**config.mk**
```make
export PLATFORM = sky130hd
export DESIGN_NAME = psr_host_flat
export DESIGN_NICKNAME = d
export VERILOG_FILES = /design/src/include/psr_pkg.sv /design/src/include/psr_link_if.sv /design/src/logic/psr_host.sv /design/src/flat_wrapper.sv
export SDC_FILE = /design/constraint.sdc
export NUM_CORES = 1
export LEC_CHECK = 0
export ABC_AREA = 1
export BUFFER_PORTS_ARGS = -buffer_cell sky130_fd_sc_hd__buf_4
export CORE_ASPECT_RATIO = 0.8
export CORE_MARGIN = 2
export CORE_UTILIZATION = 51
export CTS_CLUSTER_DIAMETER = 150
export DETAILED_ROUTE_END_ITERATION = 6
export GPL_TIMING_DRIVEN = 0
export PLACE_DENSITY = 0.77
export RECOVER_POWER = 100
export SLEW_MARGIN = 20
export SYNTH_ARGS = -nofsm -noshare
export SYNTH_HDL_FRONTEND = slang
export SYNTH_SLANG_ARGS = --single-unit
```
**constraint.sdc**
```tcl
create_clock -name clk -period 1.9 [get_ports clk]
set_input_delay 0.19 -clock clk [delete_from_list [all_inputs] [get_ports clk]]
set_output_delay 0.19 -clock clk [all_outputs]
set_load 0.02 [all_outputs]
```
**src/include/psr_pkg.sv**
```systemverilog
// shared constants for the suspend/resume sequencer and its host controller
package psr_pkg;

	// ********************************************************
	// clock and timing
	// ********************************************************
	localparam int CLK_PERIOD_NS = 25;
	localparam int ER_LAT_NS     = 48000;
	localparam int PG_LAT_NS     = 40000;
	localparam int GAP_NS        = 128000;
	// longest times round down, least times round up
	localparam logic [10:0] ER_LAT_CYC = 11'(ER_LAT_NS / CLK_PERIOD_NS);
	localparam logic [10:0] PG_LAT_CYC = 11'(PG_LAT_NS / CLK_PERIOD_NS);
	localparam int          GAP_CYC    = (GAP_NS + CLK_PERIOD_NS - 1) / CLK_PERIOD_NS;

	// ********************************************************
	// opcodes on the link
	// ********************************************************
	localparam logic [7:0] OP_ER_SUSP = 8'h75;
	localparam logic [7:0] OP_ER_RES  = 8'h7a;
	localparam logic [7:0] OP_PG_SUSP = 8'h85;
	localparam logic [7:0] OP_PG_RES  = 8'h8a;
	localparam logic [7:0] OP_ERASE   = 8'h20;
	localparam logic [7:0] OP_PROG    = 8'h02;
	localparam logic [7:0] OP_READ    = 8'h03;

	// ********************************************************
	// suspend/resume descriptor fields
	// ********************************************************
	localparam logic       D_NOT_SUPP  = 1'b0;     // bit 31
	localparam logic [1:0] D_ER_UNIT   = 2'b10;    // bits 30:29, 8 us
	localparam logic [4:0] D_ER_CNT    = 5'b00101; // bits 28:24
	localparam logic [3:0] D_ER_GAP    = 4'b0001;  // bits 23:20
	localparam logic [1:0] D_PG_UNIT   = 2'b10;    // bits 19:18
	localparam logic [4:0] D_PG_CNT    = 5'b00100; // bits 17:13
	localparam logic [3:0] D_PG_GAP    = 4'b0001;  // bits 12:9
	localparam logic       D_RSVD      = 1'b1;     // bit 8
	localparam logic [3:0] D_ER_FORBID = 4'b1110;  // bits 7:4
	localparam logic [3:0] D_PG_FORBID = 4'b1100;  // bits 3:0
	localparam logic [31:0] DESC_WORD = {D_NOT_SUPP, D_ER_UNIT, D_ER_CNT, D_ER_GAP,
		D_PG_UNIT, D_PG_CNT, D_PG_GAP, D_RSVD, D_ER_FORBID, D_PG_FORBID};
	localparam logic [31:0] OPC_WORD = {OP_ER_SUSP, OP_ER_RES, OP_PG_SUSP, OP_PG_RES};
	localparam logic [7:0]  DESC_OFS = 8'h2c;
	localparam logic [7:0]  OPC_OFS  = 8'h30;
	localparam logic [7:0]  TBL_FILL = 8'hff;

	// ********************************************************
	// host registers and commands
	// ********************************************************
	localparam logic [3:0] REG_CMD    = 4'h0;
	localparam logic [3:0] REG_ADDR   = 4'h4;
	localparam logic [3:0] REG_STATUS = 4'h8;
	localparam logic [3:0] REG_DESC   = 4'hc;
	localparam logic [2:0] CMD_ERASE  = 3'h0;
	localparam logic [2:0] CMD_PROG   = 3'h1;
	localparam logic [2:0] CMD_READ   = 3'h2;
	localparam logic [2:0] CMD_SUSP   = 3'h3;
	localparam logic [2:0] CMD_RES    = 3'h4;
	localparam logic [2:0] CMD_FETCH  = 3'h5;
	localparam int ST_REFUSED_BIT = 3;
	localparam int SECTOR_BITS    = 18;
	localparam int PAGE_BITS      = 9;
	localparam logic [1:0] RESP_OKAY   = 2'b00;
	localparam logic [1:0] RESP_SLVERR = 2'b10;

endpackage : psr_pkg

```
**src/include/psr_link_if.sv**
```systemverilog
// link between the host controller and the suspend/resume sequencer
`timescale 1ns/1ps
interface psr_link_if;
	logic        cmdValid;
	logic [7:0]  cmdOpcode;
	logic [31:0] cmdAddr;
	logic        descReq;
	logic [7:0]  descAddr;
	logic        descValid;
	logic [7:0]  descData;
	logic        stErase;
	logic        stProg;
	logic        stErSusp;
	logic        stPgSusp;

	modport device (
		input  cmdValid, cmdOpcode, cmdAddr, descReq, descAddr,
		output descValid, descData, stErase, stProg, stErSusp, stPgSusp
	);
	modport host (
		output cmdValid, cmdOpcode, cmdAddr, descReq, descAddr,
		input  descValid, descData, stErase, stProg, stErSusp, stPgSusp
	);
endinterface : psr_link_if

```
**src/logic/psr_host.sv**
```systemverilog
// host end: AXI4-Lite controlled issuer of suspend/resume commands
//
// Implementation choices: the placing of the registers and the AXI4-Lite register port.
`timescale 1ns/1ps
module psr_host #(
	parameter int GAP_CYC = psr_pkg::GAP_CYC
) (
	input  wire logic   clk,
	input  wire logic   reset_n,
	psr_link_if.host    link,
	input  wire logic        s_axi_awvalid,
	output logic             s_axi_awready,
	input  wire logic [31:0] s_axi_awaddr,
	input  wire logic        s_axi_wvalid,
	output logic             s_axi_wready,
	input  wire logic [31:0] s_axi_wdata,
	input  wire logic [3:0]  s_axi_wstrb,
	output logic             s_axi_bvalid,
	input  wire logic        s_axi_bready,
	output logic [1:0]       s_axi_bresp,
	input  wire logic        s_axi_arvalid,
	output logic             s_axi_arready,
	input  wire logic [31:0] s_axi_araddr,
	output logic             s_axi_rvalid,
	input  wire logic        s_axi_rready,
	output logic [31:0]      s_axi_rdata,
	output logic [1:0]       s_axi_rresp
);

	// ********************************************************
	// state
	// ********************************************************
	logic awHeld, next_awHeld, wHeld, next_wHeld, bvalid, next_bvalid;
	logic rvalid, next_rvalid;
	logic [3:0] awOfs, next_awOfs;
	logic [31:0] wData, next_wData, rdata, next_rdata;
	logic [3:0] wStrb, next_wStrb;
	logic [1:0] bresp, next_bresp, rresp, next_rresp;
	logic [2:0] cmdReg, next_cmdReg;
	logic [31:0] addrReg, next_addrReg, erAddr, next_erAddr, pgAddr, next_pgAddr;
	logic [31:0] descReg, next_descReg;
	logic refused, next_refused, descDone, next_descDone, fetching, next_fetching;
	logic [1:0] fetchIdx, next_fetchIdx;
	logic waitByte, next_waitByte;
	logic [15:0] gapEr, next_gapEr, gapPg, next_gapPg;
	logic cmdValid, next_cmdValid, descReq, next_descReq;
	logic [7:0] cmdOpcode, next_cmdOpcode, descAddr, next_descAddr;
	logic [31:0] cmdAddr, next_cmdAddr;
	logic wrDo, busy;
	logic [31:0] statusWord;

	assign s_axi_awready = !awHeld && !bvalid;
	assign s_axi_wready  = !wHeld && !bvalid;
	assign s_axi_arready = !rvalid;
	assign wrDo = awHeld && wHeld;
	assign busy = link.stErase || link.stProg;
	assign statusWord = {26'h0, descDone, gapEr != 16'h0 || gapPg != 16'h0,
		refused, link.stPgSusp, link.stErSusp, busy};

	// ********************************************************
	// bus slave and command checker
	// ********************************************************
	// a command that breaks a suspend restriction is dropped and flagged
	always_comb begin
		next_awHeld = awHeld;  next_awOfs = awOfs;
		next_wHeld = wHeld;    next_wData = wData;    next_wStrb = wStrb;
		next_bvalid = bvalid && !s_axi_bready;        next_bresp = bresp;
		next_rvalid = rvalid && !s_axi_rready;        next_rdata = rdata;
		next_rresp = rresp;
		next_cmdReg = cmdReg;  next_addrReg = addrReg;
		next_erAddr = erAddr;  next_pgAddr = pgAddr;
		next_refused = refused;
		next_cmdValid = 1'b0;  next_cmdOpcode = cmdOpcode; next_cmdAddr = cmdAddr;
		next_gapEr = gapEr == 16'h0 ? gapEr : gapEr - 16'h1;
		next_gapPg = gapPg == 16'h0 ? gapPg : gapPg - 16'h1;
		next_fetching = fetching; next_fetchIdx = fetchIdx;
		next_waitByte = waitByte; next_descReq = 1'b0;
		next_descAddr = descAddr; next_descReg = descReg; next_descDone = descDone;
		if (s_axi_awvalid && s_axi_awready) begin
			next_awHeld = 1'b1;
			next_awOfs  = s_axi_awaddr[3:0];
		end
		if (s_axi_wvalid && s_axi_wready) begin
			next_wHeld = 1'b1;
			next_wData = s_axi_wdata;
			next_wStrb = s_axi_wstrb;
		end
		if (s_axi_arvalid && s_axi_arready) begin
			next_rvalid = 1'b1;
			next_rresp  = psr_pkg::RESP_OKAY;
			unique case (s_axi_araddr[3:0])
				psr_pkg::REG_CMD:    next_rdata = {29'h0, cmdReg};
				psr_pkg::REG_ADDR:   next_rdata = addrReg;
				psr_pkg::REG_STATUS: next_rdata = statusWord;
				psr_pkg::REG_DESC:   next_rdata = descReg;
				default: begin
					next_rdata = 32'h0;
					next_rresp = psr_pkg::RESP_SLVERR;
				end
			endcase
		end
		if (wrDo) begin
			next_awHeld = 1'b0;
			next_wHeld  = 1'b0;
			next_bvalid = 1'b1;
			next_bresp  = psr_pkg::RESP_OKAY;
			if (awOfs == psr_pkg::REG_ADDR) begin
				for (int i = 0; i < 4; i++) begin
					if (wStrb[i]) next_addrReg[8*i +: 8] = wData[8*i +: 8];
				end
			end else if (awOfs == psr_pkg::REG_STATUS) begin
				if (wStrb[0] && wData[psr_pkg::ST_REFUSED_BIT]) next_refused = 1'b0;
			end else if (awOfs == psr_pkg::REG_CMD && wStrb[0]) begin
				next_cmdReg   = wData[2:0];
				next_cmdAddr  = addrReg;
				next_refused  = 1'b1;
				unique case (wData[2:0])
					psr_pkg::CMD_ERASE: if (!busy && !link.stErSusp && !link.stPgSusp) begin
						next_cmdOpcode = psr_pkg::OP_ERASE;
						next_erAddr    = addrReg;
						next_cmdValid  = 1'b1;
					end
					psr_pkg::CMD_PROG: if (!busy && !link.stPgSusp && !(link.stErSusp
						&& addrReg[31:psr_pkg::SECTOR_BITS] == erAddr[31:psr_pkg::SECTOR_BITS])) begin
						next_cmdOpcode = psr_pkg::OP_PROG;
						next_pgAddr    = addrReg;
						next_cmdValid  = 1'b1;
					end
					psr_pkg::CMD_READ: if (!busy && !(link.stErSusp
						&& addrReg[31:psr_pkg::SECTOR_BITS] == erAddr[31:psr_pkg::SECTOR_BITS])
						&& !(link.stPgSusp
						&& addrReg[31:psr_pkg::PAGE_BITS] == pgAddr[31:psr_pkg::PAGE_BITS])) begin
						next_cmdOpcode = psr_pkg::OP_READ;
						next_cmdValid  = 1'b1;
					end
					psr_pkg::CMD_SUSP: begin
						if (link.stErase && gapEr == 16'h0) begin
							next_cmdOpcode = psr_pkg::OP_ER_SUSP;
							next_cmdValid  = 1'b1;
						end else if (link.stProg && !link.stErSusp && gapPg == 16'h0) begin
							next_cmdOpcode = psr_pkg::OP_PG_SUSP;
							next_cmdValid  = 1'b1;
						end
					end
					psr_pkg::CMD_RES: begin
						if (link.stErSusp && !link.stProg) begin
							next_cmdOpcode = psr_pkg::OP_ER_RES;
							next_gapEr     = 16'(GAP_CYC);
							next_cmdValid  = 1'b1;
						end else if (link.stPgSusp) begin
							next_cmdOpcode = psr_pkg::OP_PG_RES;
							next_gapPg     = 16'(GAP_CYC);
							next_cmdValid  = 1'b1;
						end
					end
					psr_pkg::CMD_FETCH: if (!fetching) begin
						next_fetching = 1'b1;
						next_fetchIdx = 2'h0;
						next_descDone = 1'b0;
						next_refused  = refused;
					end
					default: ;
				endcase
				// an accepted command leaves the sticky refusal flag as it was
				if (next_cmdValid) next_refused = refused;
			end else begin
				next_bresp = psr_pkg::RESP_SLVERR;
			end
		end
		// descriptor fetch: four single-byte reads, low byte first
		if (fetching && !waitByte) begin
			next_descReq  = 1'b1;
			next_descAddr = psr_pkg::DESC_OFS | {6'h0, fetchIdx};
			next_waitByte = 1'b1;
		end else if (waitByte && link.descValid) begin
			next_descReg[{fetchIdx, 3'b000} +: 8] = link.descData;
			next_waitByte = 1'b0;
			next_fetchIdx = fetchIdx + 2'h1;
			if (fetchIdx == 2'h3) begin
				next_fetching = 1'b0;
				next_descDone = 1'b1;
			end
		end
	end

	// ********************************************************
	// registers
	// ********************************************************
	always_ff @(posedge clk or negedge reset_n) begin
		if (!reset_n) begin
			awHeld <= 1'b0;  awOfs <= 4'h0;  wHeld <= 1'b0;  wData <= 32'h0;
			wStrb <= 4'h0;   bvalid <= 1'b0; bresp <= 2'h0;  rvalid <= 1'b0;
			rdata <= 32'h0;  rresp <= 2'h0;  cmdReg <= 3'h0; addrReg <= 32'h0;
			erAddr <= 32'h0; pgAddr <= 32'h0; refused <= 1'b0; descReg <= 32'h0;
			descDone <= 1'b0; fetching <= 1'b0; fetchIdx <= 2'h0; waitByte <= 1'b0;
			gapEr <= 16'h0;  gapPg <= 16'h0; cmdValid <= 1'b0; cmdOpcode <= 8'h00;
			cmdAddr <= 32'h0; descReq <= 1'b0; descAddr <= 8'h00;
		end else begin
			awHeld <= next_awHeld;   awOfs <= next_awOfs;     wHeld <= next_wHeld;
			wData <= next_wData;     wStrb <= next_wStrb;     bvalid <= next_bvalid;
			bresp <= next_bresp;     rvalid <= next_rvalid;   rdata <= next_rdata;
			rresp <= next_rresp;     cmdReg <= next_cmdReg;   addrReg <= next_addrReg;
			erAddr <= next_erAddr;   pgAddr <= next_pgAddr;   refused <= next_refused;
			descReg <= next_descReg; descDone <= next_descDone;
			fetching <= next_fetching; fetchIdx <= next_fetchIdx;
			waitByte <= next_waitByte; gapEr <= next_gapEr;   gapPg <= next_gapPg;
			cmdValid <= next_cmdValid; cmdOpcode <= next_cmdOpcode;
			cmdAddr <= next_cmdAddr; descReq <= next_descReq; descAddr <= next_descAddr;
		end
	end

	assign s_axi_bvalid   = bvalid;
	assign s_axi_bresp    = bresp;
	assign s_axi_rvalid   = rvalid;
	assign s_axi_rdata    = rdata;
	assign s_axi_rresp    = rresp;
	assign link.cmdValid  = cmdValid;
	assign link.cmdOpcode = cmdOpcode;
	assign link.cmdAddr   = cmdAddr;
	assign link.descReq   = descReq;
	assign link.descAddr  = descAddr;

endmodule : psr_host

```
**src/flat_wrapper.sv**
```systemverilog
// flat-port wrapper written by rule: the top's interface ports become plain ports
module psr_host_flat 
#(
	parameter int GAP_CYC = psr_pkg::GAP_CYC
)
  (clk, reset_n, s_axi_awvalid, s_axi_awready, s_axi_awaddr, s_axi_wvalid, s_axi_wready, s_axi_wdata, s_axi_wstrb, s_axi_bvalid, s_axi_bready, s_axi_bresp, s_axi_arvalid, s_axi_arready, s_axi_araddr, s_axi_rvalid, s_axi_rready, s_axi_rdata, s_axi_rresp, link_cmdValid, link_cmdOpcode, link_cmdAddr, link_descReq, link_descAddr, link_descValid, link_descData, link_stErase, link_stProg, link_stErSusp, link_stPgSusp);
  psr_link_if link_i ();
  input  wire logic clk;
  input  wire logic reset_n;
  input  wire logic s_axi_awvalid;
  output logic s_axi_awready;
  input  wire logic [31:0] s_axi_awaddr;
  input  wire logic s_axi_wvalid;
  output logic s_axi_wready;
  input  wire logic [31:0] s_axi_wdata;
  input  wire logic [3:0] s_axi_wstrb;
  output logic s_axi_bvalid;
  input  wire logic s_axi_bready;
  output logic [1:0] s_axi_bresp;
  input  wire logic s_axi_arvalid;
  output logic s_axi_arready;
  input  wire logic [31:0] s_axi_araddr;
  output logic s_axi_rvalid;
  input  wire logic s_axi_rready;
  output logic [31:0] s_axi_rdata;
  output logic [1:0] s_axi_rresp;
  output wire logic [$bits(link_i.cmdValid)-1:0] link_cmdValid;
  output wire logic [$bits(link_i.cmdOpcode)-1:0] link_cmdOpcode;
  output wire logic [$bits(link_i.cmdAddr)-1:0] link_cmdAddr;
  output wire logic [$bits(link_i.descReq)-1:0] link_descReq;
  output wire logic [$bits(link_i.descAddr)-1:0] link_descAddr;
  input wire logic [$bits(link_i.descValid)-1:0] link_descValid;
  input wire logic [$bits(link_i.descData)-1:0] link_descData;
  input wire logic [$bits(link_i.stErase)-1:0] link_stErase;
  input wire logic [$bits(link_i.stProg)-1:0] link_stProg;
  input wire logic [$bits(link_i.stErSusp)-1:0] link_stErSusp;
  input wire logic [$bits(link_i.stPgSusp)-1:0] link_stPgSusp;
  assign link_cmdValid = link_i.cmdValid;
  assign link_cmdOpcode = link_i.cmdOpcode;
  assign link_cmdAddr = link_i.cmdAddr;
  assign link_descReq = link_i.descReq;
  assign link_descAddr = link_i.descAddr;
  assign link_i.descValid = link_descValid;
  assign link_i.descData = link_descData;
  assign link_i.stErase = link_stErase;
  assign link_i.stProg = link_stProg;
  assign link_i.stErSusp = link_stErSusp;
  assign link_i.stPgSusp = link_stPgSusp;
  psr_host #(.GAP_CYC(GAP_CYC)) u_core (.clk(clk), .reset_n(reset_n), .link(link_i), .s_axi_awvalid(s_axi_awvalid), .s_axi_awready(s_axi_awready), .s_axi_awaddr(s_axi_awaddr), .s_axi_wvalid(s_axi_wvalid), .s_axi_wready(s_axi_wready), .s_axi_wdata(s_axi_wdata), .s_axi_wstrb(s_axi_wstrb), .s_axi_bvalid(s_axi_bvalid), .s_axi_bready(s_axi_bready), .s_axi_bresp(s_axi_bresp), .s_axi_arvalid(s_axi_arvalid), .s_axi_arready(s_axi_arready), .s_axi_araddr(s_axi_araddr), .s_axi_rvalid(s_axi_rvalid), .s_axi_rready(s_axi_rready), .s_axi_rdata(s_axi_rdata), .s_axi_rresp(s_axi_rresp));
endmodule
```
Word-level counts from Yosys, hierarchy flattened. Cells that the tools add are included.

Register bits after elaboration: 294. Output and inout bits: 91. Word-level logic and storage cells: 207. Bits of input ports: 120.

Equality and inequality tests: 21. Bitwise logic cells: 3. Add/subtract/negate cells: 4. Reduce and logical (&&, ||, !) cells: 62. Mux-type cells: 85. Shift operators: 2.

Operators with widths (count): $mux 16 (15); $pmux 32 s4 (1); $mux 8 (7); $mux 1 (47); $pmux 8 s5 (1); $bwmux 32 (1); $logic_not 16->1 (2); $reduce_bool 16->1 (2); $shift 8x7->32 const A (1); $shiftx 8x7->32 (1); $sub 16x1->16 const B (2); $logic_and 1x1->1 (24); $mux 2 (12); $eq 23x23->1 (1); $reduce_and 6->1 (3); $eq 14x14->1 (1); $logic_not 1->1 (13); $eq 4x4->1 const B (3); $reduce_and 3->1 (4); $reduce_and 10->1 (1); $eq 4x3->1 const B (2); $logic_not 4->1 (2); $ne 2x1->1 const B (4); $reduce_bool 2->1 (4); other kinds (17) (23).

Logic depth before layout (Yosys ltp). Gate-level depths: netlist of run 1.

Word-level depth: 15. Gate-level depth with buffers: 13. Gate-level depth less buffers: 13.

Worst setup path after synthesis of run 1. OpenSTA, ideal clock, no wires.

Kind: register to register. From: register u_core.fetchIdx[0]. To: register u_core.descReg[0]. Stages on the path, launching flop included: 8. Arrival: 1.699 ns. Setup slack: 0.106 ns. Required time: 1.805 ns. Buffers on the path: 1. Path through: dfrtp_1 > inv_1 > ha_1 > clkbuf_1 > inv_1 > nor3_1 > inv_1 > o31ai_1.

Cells in the longest elaborated chain, start to end: 3.

RTL lines: from (decl) (line psr_host.sv:43) `logic [1:0] fetchIdx, next_fetchIdx;`; from (signal assigned) (line psr_host.sv:205) `fetching <= next_fetching; fetchIdx <= next_fetchIdx;`; $neg 5->7 (*) (line psr_host.sv:176) `next_descReg[{fetchIdx, 3'b000} +: 8] = link.descData;`; $shiftx 8x7->32 or $shift 8x7->32 (tied branches) (line psr_host.sv:176); $bwmux 32 (*) (line psr_host.sv:176); to (signal assigned) (line psr_host.sv:204) `descReg <= next_descReg; descDone <= next_descDone;`; to (decl) (line psr_host.sv:41) `logic [31:0] descReg, next_descReg;`.

Every way passes the cells marked *; elsewhere a longest branch is shown, timed or not. A chain may end at the register's enable or synchronous reset.

Final worst setup path of run 1.
From: register u_core.gapEr[0]. To: register u_core.cmdOpcode[7], in the netlist u_core.link.cmdOpcode[7].

Cells in the longest elaborated chain, start to end: 4.

RTL lines: from (decl) (line psr_host.sv:45) `logic [15:0] gapEr, next_gapEr, gapPg, next_gapPg;`; from (signal assigned) (line psr_host.sv:206) `waitByte <= next_waitByte; gapEr <= next_gapEr; gapPg <= next_gapPg;`; $logic_not 16->1 (*) (line psr_host.sv:137) `if (link.stErase && gapEr == 16'h0) begin`; $logic_and 1x1->1 (*) (line psr_host.sv:137); $ne 3x1->1 (no source line) or $mux 8 (tied branches); $reduce_and 10->1 (no source line) or $pmux 8 s5 (tied branches); to (signal assigned) (line psr_host.sv:207) `cmdValid <= next_cmdValid; cmdOpcode <= next_cmdOpcode;`; to (decl) (line psr_host.sv:47) `logic [7:0] cmdOpcode, next_cmdOpcode, descAddr, next_descAddr;`.

Marks and branches as above.

==> impl_metrics.ini, run 1 <==
[outcome]
status = finished, violations left
failed_checks = setup timing

[power]
seqPwrFrac_pct = 43.9
p_sw_share_pct = 36.18
p_switching_w = 0.006709
power_w = 0.01854
p_comb_share_pct = 28.1
p_leak_nw = 7.355
p_clk_share_pct = 28.0
p_int_w = 0.01183
p_per_area_nw_per_um2 = 1240
peakVddDrop_mv = 0.7116

[die]
std_cell_rows = 49
initial_core_util_pct = 52.42
die_w_um = 174.7
die_h_um = 140.6
die-area_um2 = 24560
ioPinCount = 211
core_um2 = 22680

[detailed_routing]
vias_per_cell = 5.184
antenna_left = 0
routed_wirelength_mm = 32.15
drc = 0
route.vias.total = 10483
wl_per_cell_um = 15.90
drtIter0Drc = 1017
dr.pass1.iters = 5

[sta]
fin_ws_ps = -2.705
rsz0062_at_grt = true
timing.hold.ws_ps = 48.53
setup_viol = 1
hold_viol = 0
skew_ps = 8.868
final_max_slew_viol_count = 0
period_share_pct = 100.1
period_needed_ps = 1903
tightest_slew_ps = 920.7
slew_headroom_pct = 38.62
fmax_mhz = 525.6

[global_route]
grt_busiest_layer = met2
globalRouteMet2Util_pct = 41.09
grt_max_degree = 102
grt_overflow = 0
grt_usage_pct = 25.69
grt_util_met1_pct = 37.40
use_met3_pct = 4.558
grt_pass1_wl_mm = 50.47
antenna_found_initial = 0
grt_pass1_vias = 9828

[worst_hold_path]
hold_class = input pin to flip-flop
whs_path_depth = 3
holdPathEnd = u_core.s_axi_rresp[1]
min-delay-start = s_axi_araddr[0]

[cts]
h-tree-depth = 1
cts_made_buffers = 27
worstSkewPairLatency_ps = 530
clock_path_buffers = 3
clk_pin_slew_ps = 60
cts-root-buf = clkbuf_16
cts.sinks = 264
cts_tree = done

[worst_setup_path]
crit_buf_inv = 1
r2r_slack_ps = -3
worstSetupPathType = flip-flop to flip-flop
crit_required_ps = 2310
cp_data_arrival_time_ps = 2320
crit_family = simple AND/OR/NAND/NOR gates
startpoint = u_core.gapEr[0]
crit_path_end_kind = flip-flop
reg2reg_from = u_core.gapEr[0]
cpPeakStageDelay_ps = 390
cp_max_fo = 7
ff2ff_path_depth = 13
worstReg2RegEnd = u_core.link.cmdOpcode[7]
crit_chain = inv_2 -> ha_4 -> nand2_4 -> nor2_4 -> nand2_2 -> nor2_4 -> nand2_2 -> nand3_2 -> nand3_2 -> a21oi_4 -> nand2_4 -> nand2_1 -> nand2_1
cpMaxStageDelayCell = dfrtp_1
cp-start-kind = flip-flop

[logic_synthesis]
synth_seq_cells = 264
async_reset_ff_share_pct = 100.0
syn-mean-instance-area_um2 = 8.281
syn_inst = 1436
syn-cell-area_um2 = 11890
seq_area_frac_synth_pct = 55.56
synth_edf_count = 0
synthTopCellsByArea = dfrtp_1 (56%), nand2_1 (12%), o21ai_0 (6.2%)
yosysWarnings = 0
ys.flop_type = dfrtp_1
synth_cell_types = 41
synth_top_area_share_pct = 55.56
synth_area_leader_cell = dfrtp_1

[final_layout]
diodes = 0
fin_area_um2 = 14950
post-route-util_pct = 65.89
fin_nets = 1827
syn2layout_area_growth_pct = 25.69
drive_above_1_share_pct = 14.34

[place]
dpl_cell_area_um2 = 13470
dp_hpwl_mm = 22.72
dp_worst_setup_slack_ps = -276.5
portBuffers = 149
gp_routability_congestion = 0.8947

[run]
drv_cap = 0
power groups by stage:
stage,combinational (W),sequential [W],clock [W]
2_1_floorplan,0.00300,0.00814,0
3_3_place_gp,0.00475,0.00809,0
3_5_place_dp,0.00494,0.00814,0
4_1_cts,0.00516,0.00809,0.00523
5_1_grt,0.00583,0.00831,0.00546
6_report,0.00520,0.00814,0.00519
registers in the layout, indices dropped and copies added (netlist names), 3 cells and up:
register               flops
u_core.erAddr             14
u_core.addrReg            32
u_core.gapEr              16
u_core.link.cmdOpcode      7
u_core.gapPg              16
u_core.awOfs               4
u_core.wData              32
u_core.pgAddr             23
u_core.s_axi_rdata        32
u_core.link.descAddr       3
u_core.link.cmdAddr       32
u_core.wStrb               4
u_core.descReg            32
u_core.cmdReg              3
layout by cell type (no fill, tap or decap), types with 13 or more instances in the layout:
cell type      synthesis  routed
inv_2                  8      14
o21ai_0              147     146
inv_1                190     177
dlygate4sd3_1          0      51
a21oi_1               67      66
nand2_1              386     374
buf_4                  8      93
clkbuf_16              0      27
nand2_2                5      14
dfrtp_1              264     259
nand3_1               63      62
nor2_2                 2      13
nor3_1                15      13
o22ai_1               26      26
nor2_1               145     130
clkbuf_1              30     115
Yosys cell counts (7+ instances only):
library cell and number:
xor2_1 9, inv_1 190, nor2_1 145, o22ai_1 26, a21oi_1 67, ha_1 9, nand3_1 63, o21ai_0 147
inv_2 8, nor3_1 15, dfrtp_1 264, buf_4 8, buf_2 7, clkbuf_1 30, nand2_1 386
cell type report:
type / instances / area [µm²]
Sequential cell: 264 / 6613
Clock buffer: 39 / 790.8
Fill cell: 1916 / 7737
Inverter: 200 / 768.2
Tap cell: 306 / 382.9
Timing Repair Buffer: 230 / 1564
Buffer: 47 / 256.5
Multi-Input combinational cell: 928 / 4502
Clock inverter: 8 / 70.07
per-layer routing:
layer | routed length (µm) | share of wire, %
met4 | 560 | 1.7
met5 | 0 | 0
met2 | 14670 | 46
met1 | 14750 | 46
met3 | 2171 | 6.8
per-stage QoR:
step,TNS (ps),instances
final,-2.705,2022
after global routing,-3141,2022
after CTS,0,2008
after detailed placement,-12730,1897
after global placement,-393090,1895
after floorplan,0,1440
timing repair:
item,4_1_cts,5_1_grt
endpoints found under the hold margin,114,0
hold buffers,51,0
pin swaps,11,11
setup buffers,13,13
gates resized for setup,37,68
cloned,0,2
setup endpoints to repair,117,166
how the worst max path moves through the flow:
stage | to | depth (start not counted)
finish | u_core.link.cmdOpcode[7] | 13
global route | u_core.link.cmdOpcode[5] | 13
CTS | u_core.descReg[1] | 7
detailed placement | u_core.descReg[1] | 7
global placement | u_core.s_axi_rdata[13] | 1
floorplan | u_core.descReg[0] | 7
worst register-to-register path, cell delays in order (launching register included):
cell and delay (ps):
dfrtp_1 390, inv_2 80, ha_4 150, nand2_4 70
nor2_4 100, nand2_2 70, nor2_4 160, nand2_2 100
nand3_2 80, nand3_2 80, a21oi_4 230, nand2_4 140
nand2_1 80, nand2_1 50
kinds of logic (layout without fill, tap and decap cells):
group	Yosys count	after routing	share of synthesized area [%]
buffers and inverters	248	524	8.154
muxes	6	6	0.5681
AOI/OAI and AO/OA	259	259	11.65
xor gates and xnor gates	14	14	1.031
other	1	5	0.03154
DFF	264	264	55.56
adders and majority gates	9	9	0.9470
and+or+nand+nor	635	635	22.06
No activity file was read; power rests on OpenSTA's default activity.
==> run 2: changes to the inputs <==
Settings changed: ABC_AREA 1 to default, CORE_UTILIZATION 51 to 50, PLACE_DENSITY 0.77 to 0.76.
==> run 2 against run 1 <==
The run still ends with setup timing left. Sequential share of layout area fell by 1.1 points. Fmax fell by 20%. Sequential power rose by 6.1%. Clock power rose by 1%. Worst hold slack improved by 5.1 ps. Largest power group unchanged. First-iteration DRC count fell by 34%. Via count fell by 14%.
==> impl_metrics.ini, run 2 <==
[global_route]
globalRouteMet2Util_pct = 40.08
antenna_found_initial = 0
grt_max_degree = 101
grt_overflow = 0
grt_util_met1_pct = 36.11
grt_busiest_layer = met2
grt_usage_pct = 25.42
use_met3_pct = 4.045
grt_pass1_wl_mm = 49.60
grt_pass1_vias = 9230

[final_layout]
final_cells = 1626
syn2layout_area_growth_pct = 32.08
diodes = 0
fin_nets = 1433
final_common_cell = dfrtp_1
final_cell_mix = dfrtp_1 (257), nand2_1 (188), clkbuf_1 (110)
drive_above_1_share_pct = 29.62

[sta]
fmax_mhz = 422.5
rsz0062_at_grt = true
skew_ps = 19.70
period_needed_ps = 2367
tightest_slew_ps = 1099
slew_headroom_pct = 26.71
totalNegativeSetupSlack_ps = -25300
setup_viol = 170
period_share_pct = 124.6
fin_ws_ps = -466.8
final_max_slew_viol_count = 0
hold_viol = 0

[power]
p_leak_nw = 6.946
p_per_area_nw_per_um2 = 1321
peakVddDrop_mv = 0.9379

[detailed_routing]
route.vias.total = 9043
dr.pass1.iters = 6
vias_per_cell = 5.562
wl_per_cell_um = 19.24
drtIter0Drc = 668
drc = 0
routed_wirelength_mm = 31.28
antenna_left = 0

[worst_setup_path]
crit_chain = or4_4 -> nand4b_4 -> or3b_4 -> nand2_4 -> o21ai_4 -> a21oi_4 -> mux2_4
cp_max_fo = 4
cpMaxStageDelayCell = or4_4
cp-start-kind = flip-flop
cp.depth = 7
cpPeakStageDelay_ps = 560
crit_path_end_kind = flip-flop
worstSetupPathType = flip-flop to flip-flop
crit_required_ps = 2310
crit_buf_inv = 0
crit_family = simple AND/OR/NAND/NOR gates
ff2ff_path_depth = 7
cp_data_arrival_time_ps = 2780

[outcome]
status = finished, violations left
failed_checks = setup timing

[die]
std_cell_rows = 49
ioPinCount = 211
initial_core_util_pct = 51.28
core_um2 = 22620
die-area_um2 = 24440
die_w_um = 174.3
die_h_um = 140.2

[logic_synthesis]
ys.flop_type = dfrtp_1
synth_edf_count = 0
syn-cell-area_um2 = 11600
yosys-top-cells-count = dfrtp_1 (264), nand2_1 (192), mux2_2 (90), o21ai_0 (51), xnor2_1 (46)
yosysWarnings = 0
synth_top_area_share_pct = 56.95
synth.most_common_cell = dfrtp_1
synth_area_leader_cell = dfrtp_1
syn_inst = 1029
synthTopCellsByArea = dfrtp_1 (57%), mux2_2 (8.7%), nand2_1 (6.2%)
seq_area_frac_synth_pct = 56.95
async_reset_ff_share_pct = 100.0
synth_seq_cells = 264
syn-mean-instance-area_um2 = 11.27
synth_cell_types = 64

[cts]
cts-root-buf = clkbuf_16
cts_tree = done
clock_path_buffers = 3
clk_pin_slew_ps = 60
cts.sinks = 264
cts_made_buffers = 27
h-tree-depth = 1
worstSkewPairLatency_ps = 540

[place]
portBuffers = 146
dp_worst_setup_slack_ps = -632.4
placed_cells = 1487
gp_routability_congestion = 0.8327
dp_hpwl_mm = 20.15

[run]
drv_cap = 0

[worst_hold_path]
whs_path_depth = 3
hold_class = input pin to flip-flop
run 2: cell types whose count changed after synthesis, sizes merged, moves of 14 or more:
cell	change
nor2	-112
nor4	+15
inv	-183
o21ai	-97
a22oi	+29
o31ai	+21
nand3	-52
o22ai	-25
or3	+14
nand2b	+17
a21oi	-53
xnor2	+41
mux2	+107
nand2	-199
run 2: cell families (layout without fill, tap and decap cells):
logic type | count (synthesis) | after routing | synth area share [%]
xor+xnor | 58 | 58 | 4.379
fa+ha+maj | 9 | 9 | 0.9707
flops | 264 | 264 | 56.95
buf+inv | 83 | 370 | 3.246
other cells | 1 | 5 | 0.03232
compound gates | 152 | 152 | 8.779
simple gates | 345 | 345 | 14.13
mux | 117 | 117 | 11.52
run 2: cell type report:
cell class | instances | area, µm²
Clock buffer | 38 | 777.0
Inverter | 15 | 60.06
Fill cell | 1701 | 7301
Tap cell | 306 | 382.9
Timing Repair Buffer | 251 | 1769
Buffer | 59 | 444.2
Clock inverter | 7 | 88.84
Multi-Input combinational cell | 686 | 5185
Sequential cell | 264 | 6615
run 2: per-stage QoR:
| stage | utilization (%) | hold WS (ps) | area (µm²) | total power [W] |
|---|---|---|---|---|
| 6_report | 67.73 | 53.59 | 15320 | 0.02023 |
| 5_1_grt | 67.73 | 68.13 | 15320 | 0.02123 |
| 3_5_place_dp | 59.33 | 209.9 | 13420 | 0.01420 |
| 3_3_place_gp | 59.05 | 368.3 | 13360 | 0.01395 |
| 2_1_floorplan | - | -105.6 | 11880 | 0.01210 |
| 4_1_cts | 68.56 | 33.03 | 15510 | 0.02015 |
run 2: worst paths after layout:
path,end,startpoint,slack (ps)
worst max-delay path,u_core.link.cmdOpcode[6],u_core.gapPg[9],-470
worst min-delay path,u_core.s_axi_rdata[5],s_axi_arvalid,50
worst max register to register,u_core.link.cmdOpcode[6],u_core.gapPg[9],-470
worst min register to register,u_core.link.cmdAddr[15],u_core.link.cmdAddr[15],470
max in group asynchronous,u_core.addrReg[18],reset_n,-60
min in group asynchronous,u_core.s_axi_rvalid,reset_n,400
run 2: timing repair:
| item | CTS | global route |
|---|---|---|
| hold buffers | 54 | 0 |
| gates cloned | 1 | 0 |
| pin swaps | 24 | 16 |
| hold endpoints to repair | 131 | 0 |
| endpoints found under the setup margin | 183 | 153 |
| buffers inserted | 38 | 17 |
| resized for setup | 93 | 45 |
run 2: worst register-to-register path, cell delays in order (launching register included):
cell and delay, ps:
dfrtp_1 380, or4_4 560, nand4b_4 210, or3b_4 430, nand2_4 80, o21ai_4 70, a21oi_4 210, mux2_4 320
run 2: power breakdown:
group,switching [W],internal [W],total [W]
clock,0.00217,0.00309,0.00526
combinational,0.00341,0.00293,0.00634
sequential,0.00146,0.00717,0.00864
total,0.00704,0.0132,0.0202
run 2: per-layer routing:
layer	wire length, µm	share of wire, %	up-vias
li1	-	-	4119
met3	1974	6.3	87
met2	14230	45	329
met1	13990	45	4508
met4	1091	3.5	0
met5	0	0	-
